### src/hdl/ift_cfg.svh
`ifndef IFT_CFG_SVH
`define IFT_CFG_SVH
// ----------------------------------------------------------------
// register byte addresses
// ----------------------------------------------------------------
`define IFT_ADDR_RECEIVE_THRESHOLD_FIELD 32'h5000_1438
`define IFT_ADDR_TX_TL 32'h5000_143C
`define IFT_ADDR_CLR_ALL 32'h5000_1440
`define IFT_ADDR_CLR_RXU 32'h5000_1444
`define IFT_ADDR_CLR_RXO 32'h5000_1448
`define IFT_ADDR_CLR_TXO 32'h5000_144C
`define IFT_ADDR_CLR_RDQ 32'h5000_1450
`define IFT_ADDR_CLR_ABT 32'h5000_1454
`define IFT_ADDR_IRQ_STAT 32'h5000_1480
`define IFT_ADDR_IRQ_MASK 32'h5000_1484
`define IFT_ADDR_RAW 32'h5000_1488
`define IFT_ADDR_ABT_SRC 32'h5000_148C
// ----------------------------------------------------------------
// raw flag positions and the kept abort source bit
// ----------------------------------------------------------------
`define IFT_B_RXU 0
`define IFT_B_RXO 1
`define IFT_B_RXL 2
`define IFT_B_TXO 3
`define IFT_B_TXL 4
`define IFT_B_RDQ 5
`define IFT_B_ABT 6
`define IFT_B_SRC_KEEP 9
// ----------------------------------------------------------------
// sizes, reset values and response codes
// ----------------------------------------------------------------
`define IFT_TL_MAX 5'h1F
`define IFT_DEPTH 6'h20
`define IFT_TL_RST 5'h00
`define IFT_MASK_RST 7'h00
`define IFT_RESP_OKAY 2'b00
`define IFT_RESP_SLVERR 2'b10
`endif

### src/hdl/ift_pkg.sv
package ift_pkg;
   // axi4-lite master to slave
   typedef struct packed {
      logic [31:0] awaddr;
      logic awvalid;
      logic [31:0] wdata;
      logic [3:0] wstrb;
      logic wvalid;
      logic bready;
      logic [31:0] araddr;
      logic arvalid;
      logic rready;
   } ift_axil_req_t;
   // axi4-lite slave to master
   typedef struct packed {
      logic awready;
      logic wready;
      logic bvalid;
      logic [1:0] bresp;
      logic arready;
      logic rvalid;
      logic [31:0] rdata;
      logic [1:0] rresp;
   } ift_axil_rsp_t;
   // one-cycle event pulses from the protocol engine
   typedef struct packed {
      logic rx_under;
      logic rx_over;
      logic tx_over;
      logic rd_req;
      logic transmit_abort_flag;
   } ift_evt_t;
endpackage

### src/hdl/ift_axil_slave.sv
`include "ift_cfg.svh"
module ift_axil_slave (
   input wire logic clk,
   input wire logic reset_n,
   input wire ift_pkg::ift_axil_req_t req,
   output ift_pkg::ift_axil_rsp_t rsp,
   output logic wr_go,
   output logic [31:0] wr_addr,
   output logic [31:0] wr_data,
   output logic [3:0] wr_strb,
   input wire logic wr_err,
   output logic rd_go,
   input wire logic [31:0] rd_data,
   input wire logic rd_err
);
   logic aw_held_r;
   logic w_held_r;
   logic [31:0] awaddr_r;
   logic [31:0] wdata_r;
   logic [3:0] wstrb_r;

   // --------------------------------------------------------------
   // write channel: address and data taken in either order
   // --------------------------------------------------------------
   assign wr_go = aw_held_r & w_held_r & ~rsp.bvalid;
   assign wr_addr = awaddr_r;
   assign wr_data = wdata_r;
   assign wr_strb = wstrb_r;
   assign rd_go = req.arvalid & rsp.arready;

   always_ff @(posedge clk) begin
      if (!reset_n) begin
         aw_held_r <= 1'b0;
         w_held_r <= 1'b0;
         awaddr_r <= 32'h0000_0000;
         wdata_r <= 32'h0000_0000;
         wstrb_r <= 4'h0;
         rsp.awready <= 1'b0;
         rsp.wready <= 1'b0;
         rsp.bvalid <= 1'b0;
         rsp.bresp <= `IFT_RESP_OKAY;
      end else begin
         // ready only while the holding slot is free
         rsp.awready <= ~aw_held_r & ~(req.awvalid & rsp.awready);
         rsp.wready <= ~w_held_r & ~(req.wvalid & rsp.wready);
         if (req.awvalid & rsp.awready) begin
            aw_held_r <= 1'b1;
            awaddr_r <= req.awaddr;
         end
         if (req.wvalid & rsp.wready) begin
            w_held_r <= 1'b1;
            wdata_r <= req.wdata;
            wstrb_r <= req.wstrb;
         end
         if (wr_go) begin
            aw_held_r <= 1'b0;
            w_held_r <= 1'b0;
            rsp.bvalid <= 1'b1;
            rsp.bresp <= wr_err ? `IFT_RESP_SLVERR : `IFT_RESP_OKAY;
         end else if (rsp.bvalid & req.bready) begin
            rsp.bvalid <= 1'b0;
         end
      end
   end

   // --------------------------------------------------------------
   // read channel: one read in flight, data latched at acceptance
   // --------------------------------------------------------------
   always_ff @(posedge clk) begin
      if (!reset_n) begin
         rsp.arready <= 1'b0;
         rsp.rvalid <= 1'b0;
         rsp.rdata <= 32'h0000_0000;
         rsp.rresp <= `IFT_RESP_OKAY;
      end else begin
         if (rd_go) begin
            rsp.arready <= 1'b0;
            rsp.rvalid <= 1'b1;
            rsp.rdata <= rd_data;
            rsp.rresp <= rd_err ? `IFT_RESP_SLVERR : `IFT_RESP_OKAY;
         end else if (rsp.rvalid & req.rready) begin
            rsp.rvalid <= 1'b0;
         end else if (!rsp.rvalid) begin
            rsp.arready <= 1'b1;
         end
      end
   end
endmodule

### src/hdl/ift_top.sv
// Chosen here: the AXI4-Lite interface to the registers.
`include "ift_cfg.svh"
module ift_top (
   input wire logic clk,
   input wire logic reset_n,
   input wire ift_pkg::ift_axil_req_t axil_req,
   output ift_pkg::ift_axil_rsp_t axil_rsp,
   input wire logic [5:0] rx_fifo_level,
   input wire logic [5:0] tx_fifo_level,
   input wire ift_pkg::ift_evt_t evt,
   input wire logic [15:0] abrt_src_set,
   input wire logic abrt_keep,
   output logic [15:0] raw_intr_r,
   output logic [15:0] abrt_src_r,
   output logic tx_flush_r,
   output logic irq_r
);
   logic wr_go;
   logic [31:0] wr_addr;
   logic [31:0] wr_data;
   logic [3:0] wr_strb;
   logic wr_err;
   logic rd_go;
   logic [31:0] rd_data;
   logic rd_err;
   logic [4:0] receive_threshold_field_r;
   logic [4:0] tx_tl_r;
   logic [6:0] irq_stat_r;
   logic [6:0] irq_mask_r;
   logic [6:0] flag_set;
   logic [6:0] flag_clr;
   logic rx_lvl_nxt;
   logic tx_lvl_nxt;
   logic [5:0] rx_entries;
   logic [5:0] tx_entries;
   logic [15:0] tl_new;

   // --------------------------------------------------------------
   // bus slave
   // --------------------------------------------------------------
   ift_axil_slave u_slave (
      .clk(clk),
      .reset_n(reset_n),
      .req(axil_req),
      .rsp(axil_rsp),
      .wr_go(wr_go),
      .wr_addr(wr_addr),
      .wr_data(wr_data),
      .wr_strb(wr_strb),
      .wr_err(wr_err),
      .rd_go(rd_go),
      .rd_data(rd_data),
      .rd_err(rd_err)
   );

   // --------------------------------------------------------------
   // decode helpers
   // --------------------------------------------------------------
   // raw flags that a read at this address clears
   function automatic logic [6:0] clr_bits(input logic [31:0] a);
      logic [6:0] m;
      m = 7'h00;
      case (a)
         `IFT_ADDR_CLR_ALL: begin
            m[`IFT_B_RXU] = 1'b1;
            m[`IFT_B_RXO] = 1'b1;
            m[`IFT_B_TXO] = 1'b1;
            m[`IFT_B_RDQ] = 1'b1;
            m[`IFT_B_ABT] = 1'b1; // level bits stay out
         end
         `IFT_ADDR_CLR_RXU: m[`IFT_B_RXU] = 1'b1;
         `IFT_ADDR_CLR_RXO: m[`IFT_B_RXO] = 1'b1;
         `IFT_ADDR_CLR_TXO: m[`IFT_B_TXO] = 1'b1;
         `IFT_ADDR_CLR_RDQ: m[`IFT_B_RDQ] = 1'b1;
         `IFT_ADDR_CLR_ABT: m[`IFT_B_ABT] = 1'b1;
         default: m = 7'h00;
      endcase
      return m;
   endfunction

   // true for an address that this block answers
   function automatic logic is_mapped(input logic [31:0] a);
      logic hit;
      hit = 1'b0;
      case (a)
         `IFT_ADDR_RECEIVE_THRESHOLD_FIELD, `IFT_ADDR_TX_TL, `IFT_ADDR_CLR_ALL,
         `IFT_ADDR_CLR_RXU, `IFT_ADDR_CLR_RXO, `IFT_ADDR_CLR_TXO,
         `IFT_ADDR_CLR_RDQ, `IFT_ADDR_CLR_ABT, `IFT_ADDR_IRQ_STAT,
         `IFT_ADDR_IRQ_MASK, `IFT_ADDR_RAW, `IFT_ADDR_ABT_SRC:
            hit = 1'b1;
         default: hit = 1'b0;
      endcase
      return hit;
   endfunction

   // merge a write into a 16-bit register by byte lane
   function automatic logic [15:0] merge16(input logic [15:0] old,
                                           input logic [31:0] d,
                                           input logic [3:0] s);
      logic [15:0] v;
      v = old;
      if (s[0]) begin
         v[7:0] = d[7:0];
      end
      if (s[1]) begin
         v[15:8] = d[15:8];
      end
      return v;
   endfunction

   // --------------------------------------------------------------
   // read mux; clear registers show the flag before it is cleared
   // --------------------------------------------------------------
   always_comb begin
      rd_data = 32'h0000_0000; // reserved bits read zero
      rd_err = 1'b0;
      case (axil_req.araddr)
         `IFT_ADDR_RECEIVE_THRESHOLD_FIELD: rd_data[4:0] = receive_threshold_field_r;
         `IFT_ADDR_TX_TL: rd_data[4:0] = tx_tl_r;
         `IFT_ADDR_CLR_ALL:
            rd_data[0] = |(raw_intr_r[6:0] & clr_bits(`IFT_ADDR_CLR_ALL));
         `IFT_ADDR_CLR_RXU: rd_data[0] = raw_intr_r[`IFT_B_RXU];
         `IFT_ADDR_CLR_RXO: rd_data[0] = raw_intr_r[`IFT_B_RXO];
         `IFT_ADDR_CLR_TXO: rd_data[0] = raw_intr_r[`IFT_B_TXO];
         `IFT_ADDR_CLR_RDQ: rd_data[0] = raw_intr_r[`IFT_B_RDQ];
         `IFT_ADDR_CLR_ABT: rd_data[0] = raw_intr_r[`IFT_B_ABT];
         `IFT_ADDR_IRQ_STAT: rd_data[6:0] = irq_stat_r;
         `IFT_ADDR_IRQ_MASK: rd_data[6:0] = irq_mask_r;
         `IFT_ADDR_RAW: rd_data[15:0] = raw_intr_r;
         `IFT_ADDR_ABT_SRC: rd_data[15:0] = abrt_src_r;
         default: rd_err = 1'b1;
      endcase
   end

   // writes to the read-only or clear registers are accepted, ignored
   assign wr_err = ~is_mapped(wr_addr);

   // --------------------------------------------------------------
   // threshold registers
   // --------------------------------------------------------------
   // a write of more than the largest code (31) is clamped, not masked
   assign tl_new = wr_addr == `IFT_ADDR_RECEIVE_THRESHOLD_FIELD ?
                   merge16({11'h000, receive_threshold_field_r}, wr_data, wr_strb) :
                   merge16({11'h000, tx_tl_r}, wr_data, wr_strb);

   always_ff @(posedge clk) begin
      if (!reset_n) begin
         receive_threshold_field_r <= `IFT_TL_RST;
         tx_tl_r <= `IFT_TL_RST;
      end else if (wr_go) begin
         if (wr_addr == `IFT_ADDR_RECEIVE_THRESHOLD_FIELD) begin
            receive_threshold_field_r <= tl_new > 16'(`IFT_TL_MAX) ? `IFT_TL_MAX
                                                 : tl_new[4:0];
         end
         if (wr_addr == `IFT_ADDR_TX_TL) begin
            tx_tl_r <= tl_new > 16'(`IFT_TL_MAX) ? `IFT_TL_MAX
                                                 : tl_new[4:0];
         end
      end
   end

   // --------------------------------------------------------------
   // level flags, recomputed every cycle so they fall by themselves
   // --------------------------------------------------------------
   assign rx_entries = 6'(receive_threshold_field_r) + 6'h01;
   // top code reaches the full depth of 32 entries
   assign tx_entries = tx_tl_r == `IFT_TL_MAX ? `IFT_DEPTH
                                              : 6'(tx_tl_r);
   assign rx_lvl_nxt = rx_fifo_level >= rx_entries;
   assign tx_lvl_nxt = tx_fifo_level <= tx_entries;

   // --------------------------------------------------------------
   // sticky raw flags; a set in the clearing cycle wins
   // --------------------------------------------------------------
   assign flag_clr = rd_go ? clr_bits(axil_req.araddr) : 7'h00;

   always_comb begin
      flag_set = 7'h00;
      flag_set[`IFT_B_RXU] = evt.rx_under;
      flag_set[`IFT_B_RXO] = evt.rx_over;
      flag_set[`IFT_B_TXO] = evt.tx_over;
      flag_set[`IFT_B_RDQ] = evt.rd_req;
      flag_set[`IFT_B_ABT] = evt.transmit_abort_flag;
      flag_set[`IFT_B_RXL] = rx_lvl_nxt & ~raw_intr_r[`IFT_B_RXL];
      flag_set[`IFT_B_TXL] = tx_lvl_nxt & ~raw_intr_r[`IFT_B_TXL];
   end

   genvar gi;
   generate
      for (gi = 0; gi < 7; gi++) begin : g_flag
         if (gi == `IFT_B_RXL || gi == `IFT_B_TXL) begin : g_lvl
            // level flags follow the FIFO, no software clear
            always_ff @(posedge clk) begin
               if (!reset_n) begin
                  raw_intr_r[gi] <= 1'b0;
               end else begin
                  raw_intr_r[gi] <= gi == `IFT_B_RXL ? rx_lvl_nxt
                                                     : tx_lvl_nxt;
               end
            end
         end else begin : g_sw
            always_ff @(posedge clk) begin
               if (!reset_n) begin
                  raw_intr_r[gi] <= 1'b0;
               end else if (flag_set[gi]) begin
                  raw_intr_r[gi] <= 1'b1;
               end else if (flag_clr[gi]) begin
                  raw_intr_r[gi] <= 1'b0;
               end
            end
         end
      end
   endgenerate

   // upper raw bits belong to other parts of the unit
   assign raw_intr_r[15:7] = 9'h000;

   // --------------------------------------------------------------
   // abort source: bit 9 is kept while its cause still holds
   // --------------------------------------------------------------
   always_ff @(posedge clk) begin
      if (!reset_n) begin
         abrt_src_r <= 16'h0000;
      end else if (flag_clr[`IFT_B_ABT]) begin
         abrt_src_r <= abrt_src_set;
         if (abrt_keep) begin
            abrt_src_r[`IFT_B_SRC_KEEP] <= abrt_src_r[`IFT_B_SRC_KEEP] |
                                           abrt_src_set[`IFT_B_SRC_KEEP];
         end
      end else begin
         abrt_src_r <= abrt_src_r | abrt_src_set;
      end
   end

   // --------------------------------------------------------------
   // transmit FIFO flush hold
   // --------------------------------------------------------------
   // held from the abort until software reads the abort clear
   always_ff @(posedge clk) begin
      if (!reset_n) begin
         tx_flush_r <= 1'b0;
      end else if (evt.transmit_abort_flag) begin
         tx_flush_r <= 1'b1;
      end else if (rd_go && axil_req.araddr == `IFT_ADDR_CLR_ABT) begin
         tx_flush_r <= 1'b0;
      end
   end

   // --------------------------------------------------------------
   // interrupt status, mask and output
   // --------------------------------------------------------------
   // status bits are write-one-to-clear; a new event beats the clear
   always_ff @(posedge clk) begin
      if (!reset_n) begin
         irq_stat_r <= 7'h00;
      end else begin
         irq_stat_r <= flag_set | (irq_stat_r & ~(
            (wr_go && wr_addr == `IFT_ADDR_IRQ_STAT && wr_strb[0]) ?
            wr_data[6:0] : 7'h00));
      end
   end

   always_ff @(posedge clk) begin
      if (!reset_n) begin
         irq_mask_r <= `IFT_MASK_RST;
      end else if (wr_go && wr_addr == `IFT_ADDR_IRQ_MASK && wr_strb[0]) begin
         irq_mask_r <= wr_data[6:0]; // upper bits dropped
      end
   end

   // registered, so it follows the status by one cycle
   always_ff @(posedge clk) begin
      if (!reset_n) begin
         irq_r <= 1'b0;
      end else begin
         irq_r <= |(irq_stat_r & irq_mask_r);
      end
   end
endmodule

### config.mk
export PLATFORM = sky130hd
export DESIGN_NAME = ift_top
export DESIGN_NICKNAME = d
export VERILOG_FILES = /design/src/hdl/ift_pkg.sv /design/src/hdl/ift_axil_slave.sv /design/src/hdl/ift_top.sv
export VERILOG_INCLUDE_DIRS = /design/src /design/src/hdl
export SDC_FILE = /design/constraint.sdc
export NUM_CORES = 1
export LEC_CHECK = 0
export ABC_CLOCK_PERIOD_IN_PS = 2780
export BUFFER_PORTS_ARGS = -buffer_cell sky130_fd_sc_hd__buf_2
export CORE_MARGIN = 10
export CORE_UTILIZATION = 25
export CTS_CLUSTER_SIZE = 16
export DETAILED_ROUTE_END_ITERATION = 6
export GPL_TIMING_DRIVEN = 1
export PLACE_DENSITY_LB_ADDON = 0.08
export SYNTH_ARGS = -nofsm -noshare
export SYNTH_HDL_FRONTEND = slang
export SYNTH_SLANG_ARGS = --single-unit
### constraint.sdc
create_clock -name clk -period 2.78 [get_ports clk]
set_input_delay 0.556 -clock clk [delete_from_list [all_inputs] [get_ports clk]]
set_output_delay 0.556 -clock clk [all_outputs]
set_load 0.005 [all_outputs]
* After elaboration in Yosys (flattened, before gate mapping)
Index checks and enable logic that the tools add are counted.
** Word-level totals
- Latch bits :: 0
- Bits in read-only memories :: 0
- Bits in registers :: 126
- Logic and storage cells :: 149
- Input port bits :: 141
- Output and inout bits :: 75
- Memory bits (writable) :: 0
- Memories :: 0
** Operators by class
- Reductions and logical operators :: 28
- Bitwise gates (word level) :: 27
- Shift-type cells :: 0
- Multiplexer cells :: 38
- Eq/ne operators :: 25
- $add $sub $neg :: 1
- Multiply operators :: 0
- Magnitude comparators :: 3
- Divide/modulo/power cells :: 0
** Operators by type and width (count)
- $eq A32 B31 Y1 const B :: 24
- $mux W8 :: 4
- $pmux W4 S6 :: 1
- $reduce_or A12 Y1 :: 2
- $mux W1 :: 23
- $gt A16 B5 Y1 const B :: 1
- $mux W16 :: 1
- $or A16 B16 Y16 :: 1
- $reduce_bool A2 Y1 :: 8
- $reduce_or A2 Y1 :: 8
- $and A7 B7 Y7 :: 2
- $mux W7 :: 2
- $and A1 B1 Y1 :: 11
- $pmux W1 S11 :: 1
- $not A1 Y1 :: 10
- $mux W9 :: 1
- $pmux W2 S4 :: 1
- $not A7 Y7 :: 1
- $or A7 B7 Y7 :: 1
- $reduce_or A7 Y1 :: 1
- $add A5 B1 Y6 const B :: 1
- $ge A6 B6 Y1 :: 1
- $le A6 B6 Y1 :: 1
- $mux W6 :: 1
- other kinds (7) :: 14

* Longest topological paths before layout
- Depth after elaboration :: 8
- Gate-level depth with buffers :: 9
- Mapped depth without buffers :: 9

* Modules after synthesis
From an unflattened synthesis, not the netlist that was laid out.
** Unflattened totals
- Cell total of the unflattened synthesis :: 875
- Area total of the unflattened synthesis :: 7544.7 um2
** By module, submodules not included
- ift_axil_slave :: sequential area each 2182.1 um2, cells each 472, area each 4185.3 um2, times used 1
- ift_top :: sequential area each 980.9 um2, cells each 403, area each 3359.5 um2, times used 1

* Worst setup path before layout
Ideal clock, no wire load.
- Kind :: input to register
- From :: input port axil_req[29] in the netlist's numbering
- To :: register u_slave.rsp[7] in the netlist's numbering
- Library setup time :: 0.070 ns
- Slack :: 0.672 ns
- Required time :: 2.710 ns
- Stages on the path :: 5
- Arrival :: 2.037 ns
- Cells stage by stage :: nor4bb_1 > nand4_1 > or4b_4 > or3b_1 > a21oi_1
** On the way
- Word-level cells in the longest chain between the ends :: 2
- Elaborated cells between the ends (all ways) :: 5
- Classes of those cells :: eq/ne: 4; mux: 1
** Ends and longest elaborated chain
- start: declaration :: line ift_top.sv:6 : input wire ift_pkg::ift_axil_req_t axil_req,
- $eq A32 B31 Y1 :: line ift_top.sv:117 : case (axil_req.araddr)
- $pmux W2 S4 (*) :: line ift_top.sv:117
- end: declaration :: line ift_axil_slave.sv:6 : output ift_pkg::ift_axil_rsp_t rsp,
Mark *: on every way between the ends. The rest lies on a longest branch, timed or not.
A chain may end at the register's enable or synchronous reset.

* Worst setup path after layout
- From :: register u_slave.awaddr_r[0], in the netlist u_slave.wr_addr[0]
- To :: register receive_threshold_field_r[0]
** On the way
- Word-level cells in the longest chain between the ends :: 4
- Elaborated cells between the ends (all ways) :: 5
- Classes of those cells :: order compare: 1; eq/ne: 1; mux: 2; reduce/logical: 1
** Ends and longest elaborated chain
- start: declaration :: line ift_axil_slave.sv:18 : logic [31:0] awaddr_r;
- start signal: assignment :: line ift_axil_slave.sv:48 : awaddr_r <= req.awaddr;
- $eq A32 B31 Y1 (*)
- $mux W8 :: line ift_top.sv:142 : assign tl_new = wr_addr == `IFT_ADDR_RECEIVE_THRESHOLD_FIELD ?
- $gt A16 B5 Y1 :: line ift_top.sv:152 : receive_threshold_field_r <= tl_new > 16'(`IFT_TL_MAX) ? `IFT_TL_MAX
- $mux W5 :: line ift_top.sv:152
- end signal: assignment :: line ift_top.sv:148 : receive_threshold_field_r <= `IFT_TL_RST;
- end signal: assignment :: line ift_top.sv:152
- end: declaration :: line ift_top.sv:26 : logic [4:0] receive_threshold_field_r;
Marks and branches as above.

==> metrics.txt <==
status completed; share of the synthesized area in the top cell type 0.422; Final Cycle Share 0.850; sequential area share after synthesis 0.422; first-pass GRT wire length 31.8 mm; # nets final 1018; Syn-to-layout area delta 28.8%; power density cells 613 nW/um^2; Post-CTS Resized 0; Synth cell types 57; Synth area leaders dfxtp_1 (42%), nand2_1 (7.5%), a21oi_1 (7.4%), o21ai_0 (3.7%), buf_4 (3.4%); Yosys top cell by area dfxtp_1; postcts setup bufs 0; die height 173 um; die width 173 um; nature of the critical path startpoint flop; Static Leak 0.00316 uW; root buf cell clkbuf_16; H-Tree Level Count 4; crit path max fanout 10; Max Slew Vio Count 0; worst hold path class in2reg; Crit-path slowest cell o311ai_0; hold-fix buffers at CTS 0; fin util 0.325; asr flop ratio synth 0; nature of the critical path endpoint flop; DRC 0; Critical path origin u_slave.wr_addr[0]; FP Rows 56; drt wl/cell 16.8 um; setup slack, reg-to-reg 0.42 ns; CORE AREA 23300 sq um; cell count after synthesis 703; Num CTS Buffers 17; Post-synth EDFFs 0; routability cong. 0.736; I/O Buffers 170; Max-Cap Viols 0; CTS sink cnt 124; final setup fails 0; commonest cells after routing, fill and taps aside buf_2 (170), dfxtp_1 (124), nand2_1 (117), a21oi_1 (87), o21ai_0 (44); Worst path max stage delay 0.54 ns; worst hold start abrt_src_set[9]; initial antenna violation count 3; Fin. Hold Viols 0; Worst Max-Slew Pin Slew 0.926 ns; design area 7580 sq um; vias in the first global route 5569; worst setup path class reg2reg; largest net degree at the start of global routing 82; detailed router's first-iteration violation count 240; Boundary Pins 216; reg2reg start u_slave.wr_addr[0]; Syn Area/Cell 8.37 sq um; Req. time, crit path 3.06 ns; FF-to-FF path depth 4; Synth Cell Area 5890 sq um; Clock Tree Buf Depth 2; Final ANT Viol Nets 0; later-pin clock latency in the skew report 0.42 ns; crit path time final 2.36 ns; grt ovf 0; GRT Util Overall 0.131; Hold Path End abrt_src_r[9]; Slew HR 0.383; fillers 2555; reg2reg end receive_threshold_field_r[0]; critical path, cell by cell nor4_1 -> and4_1 -> nand4_1 -> o311ai_0; clock-pin slew on the worst setup and hold paths 0.06 ns; CTS tree done; Ys Warns 0; sequential cell area 2480 sq um; DR pass1 iterations 4; DP Wirelength 15.1 mm; layout cells sized above 1 0.266; via count 5414; most common cell after layout, fill and taps aside buf_2; final setup TNS 0 ns; DIE AREA 30100 sq um; RSZ-0062 raised after global routing false; crit path DAT 2.64 ns; post-place instance area 6980 sq um; VDD IR max 0.364 mV; Primary FF master, synth dfxtp_1; WHS Path Cells 2; FMAX 0.423 GHz; synthesized flop and latch total 124; Fin Clk Skew 0.0105 ns; DRT Wirelength 20.1 mm; Avg Vias per Cell 4.52; area of the multi-input gates 3100 sq um; Starting Density 0.252
## layout make-up
cell class                 count  area share
antenna                        1    0.000330
clock buffer                  18      0.0566
clock inverter                14      0.0224
inverter                      14     0.00693
multi-input combinational    524       0.408
sequential                   124       0.327
tap                          319      0.0526
timing repair buffer         183       0.125
## cell families after synthesis
| family | Yosys count | share of synthesized area |
|---|---|---|
| other | 1 | 0.000637 |
| adder cells (fa/ha/maj) | 13 | 0.0276 |
| multiplexers | 24 | 0.0538 |
| AO/OA/AOI/OAI | 193 | 0.191 |
| flip-flops | 124 | 0.422 |
| buffers and inverters | 81 | 0.0697 |
| XOR/XNOR | 7 | 0.0104 |
| AND/OR/NAND/NOR | 260 | 0.225 |
## routing by layer
layer	vias to the layer above	track usage	wire length (um)
met3	21	0.0436	1150
met4	4	0.0349	223
met5	-	0	27
li1	2793	-	-
met2	142	0.199	8800
met1	2454	0.174	9910
## critical path, delay by kind of cell, from the launching register on
kind / cells / cell delay (ns)
AOI/OAI and AO/OA: 1 / 0.54
and+or+nand+nor: 3 / 1.37
DFF: 1 / 0.31
## registers in the layout, indices dropped and copies added (netlist names), 2 cells and up
register and count:
tx_tl_r 5, u_slave.wr_strb 2, raw_intr_r 7, u_slave.rsp 23, irq_mask_r 7, u_slave.wr_data 16
u_slave.wr_addr 32, abrt_src_r 16, receive_threshold_field_r 5, irq_stat_r 7
## metrics by stage
step / power [uW] / hold WS, ns / worst slack (ns) / cells
finish: 4650 / 0.338 / 0.417 / 1197
global route: 4870 / 0.323 / 0.262 / 1196
CTS: 4710 / 0.317 / 0.354 / 1196
detailed placement: 2420 / 0.439 / 0.300 / 1164
global placement: 2420 / 0.438 / 0.298 / 1164
floorplan: 2220 / 0.425 / 0.672 / 729
## worst max path at each step
| stage | end |
|---|---|
| final | receive_threshold_field_r[0] |
| after global placement | u_slave.rsp[8] |
| after detailed placement | u_slave.rsp[7] |
| after floorplan | u_slave.rsp[7] |
| after CTS | receive_threshold_field_r[0] |
| after global routing | receive_threshold_field_r[0] |
## Yosys cell counts (all sizes together) (2+ instances only)
cell / count
a21oi: 87
nand4: 5
nor2b: 4
nor2: 42
nor4: 15
or2: 2
or4: 7
nand2b: 10
or3b: 3
mux2i: 17
a31oi: 15
o22ai: 2
nor3: 7
clkbuf: 32
a22oi: 11
and2: 10
mux4: 6
o31a: 2
nand4b: 2
a21o: 6
o21ai: 44
xor2: 2
nand2: 117
a41o: 5
ha: 13
buf: 35
dfxtp: 124
xnor2: 5
o311ai: 5
o31ai: 8
nor4b: 6
o21bai: 2
and4: 3
inv: 14
nor3b: 3
and3: 2
nor4bb: 2
o21a: 2
a211oi: 2
nand3b: 3
nand3: 15
## report_power, final
part / switching [uW] / total, uW / internal (uW) / leakage, uW
Sequential: 67.6 / 1930 / 1860 / 0.00102
Combinational: 251 / 447 / 197 / 0.00186
Clock: 860 / 2270 / 1410 / 0.000283
Power figures use the tool's default switching activity.
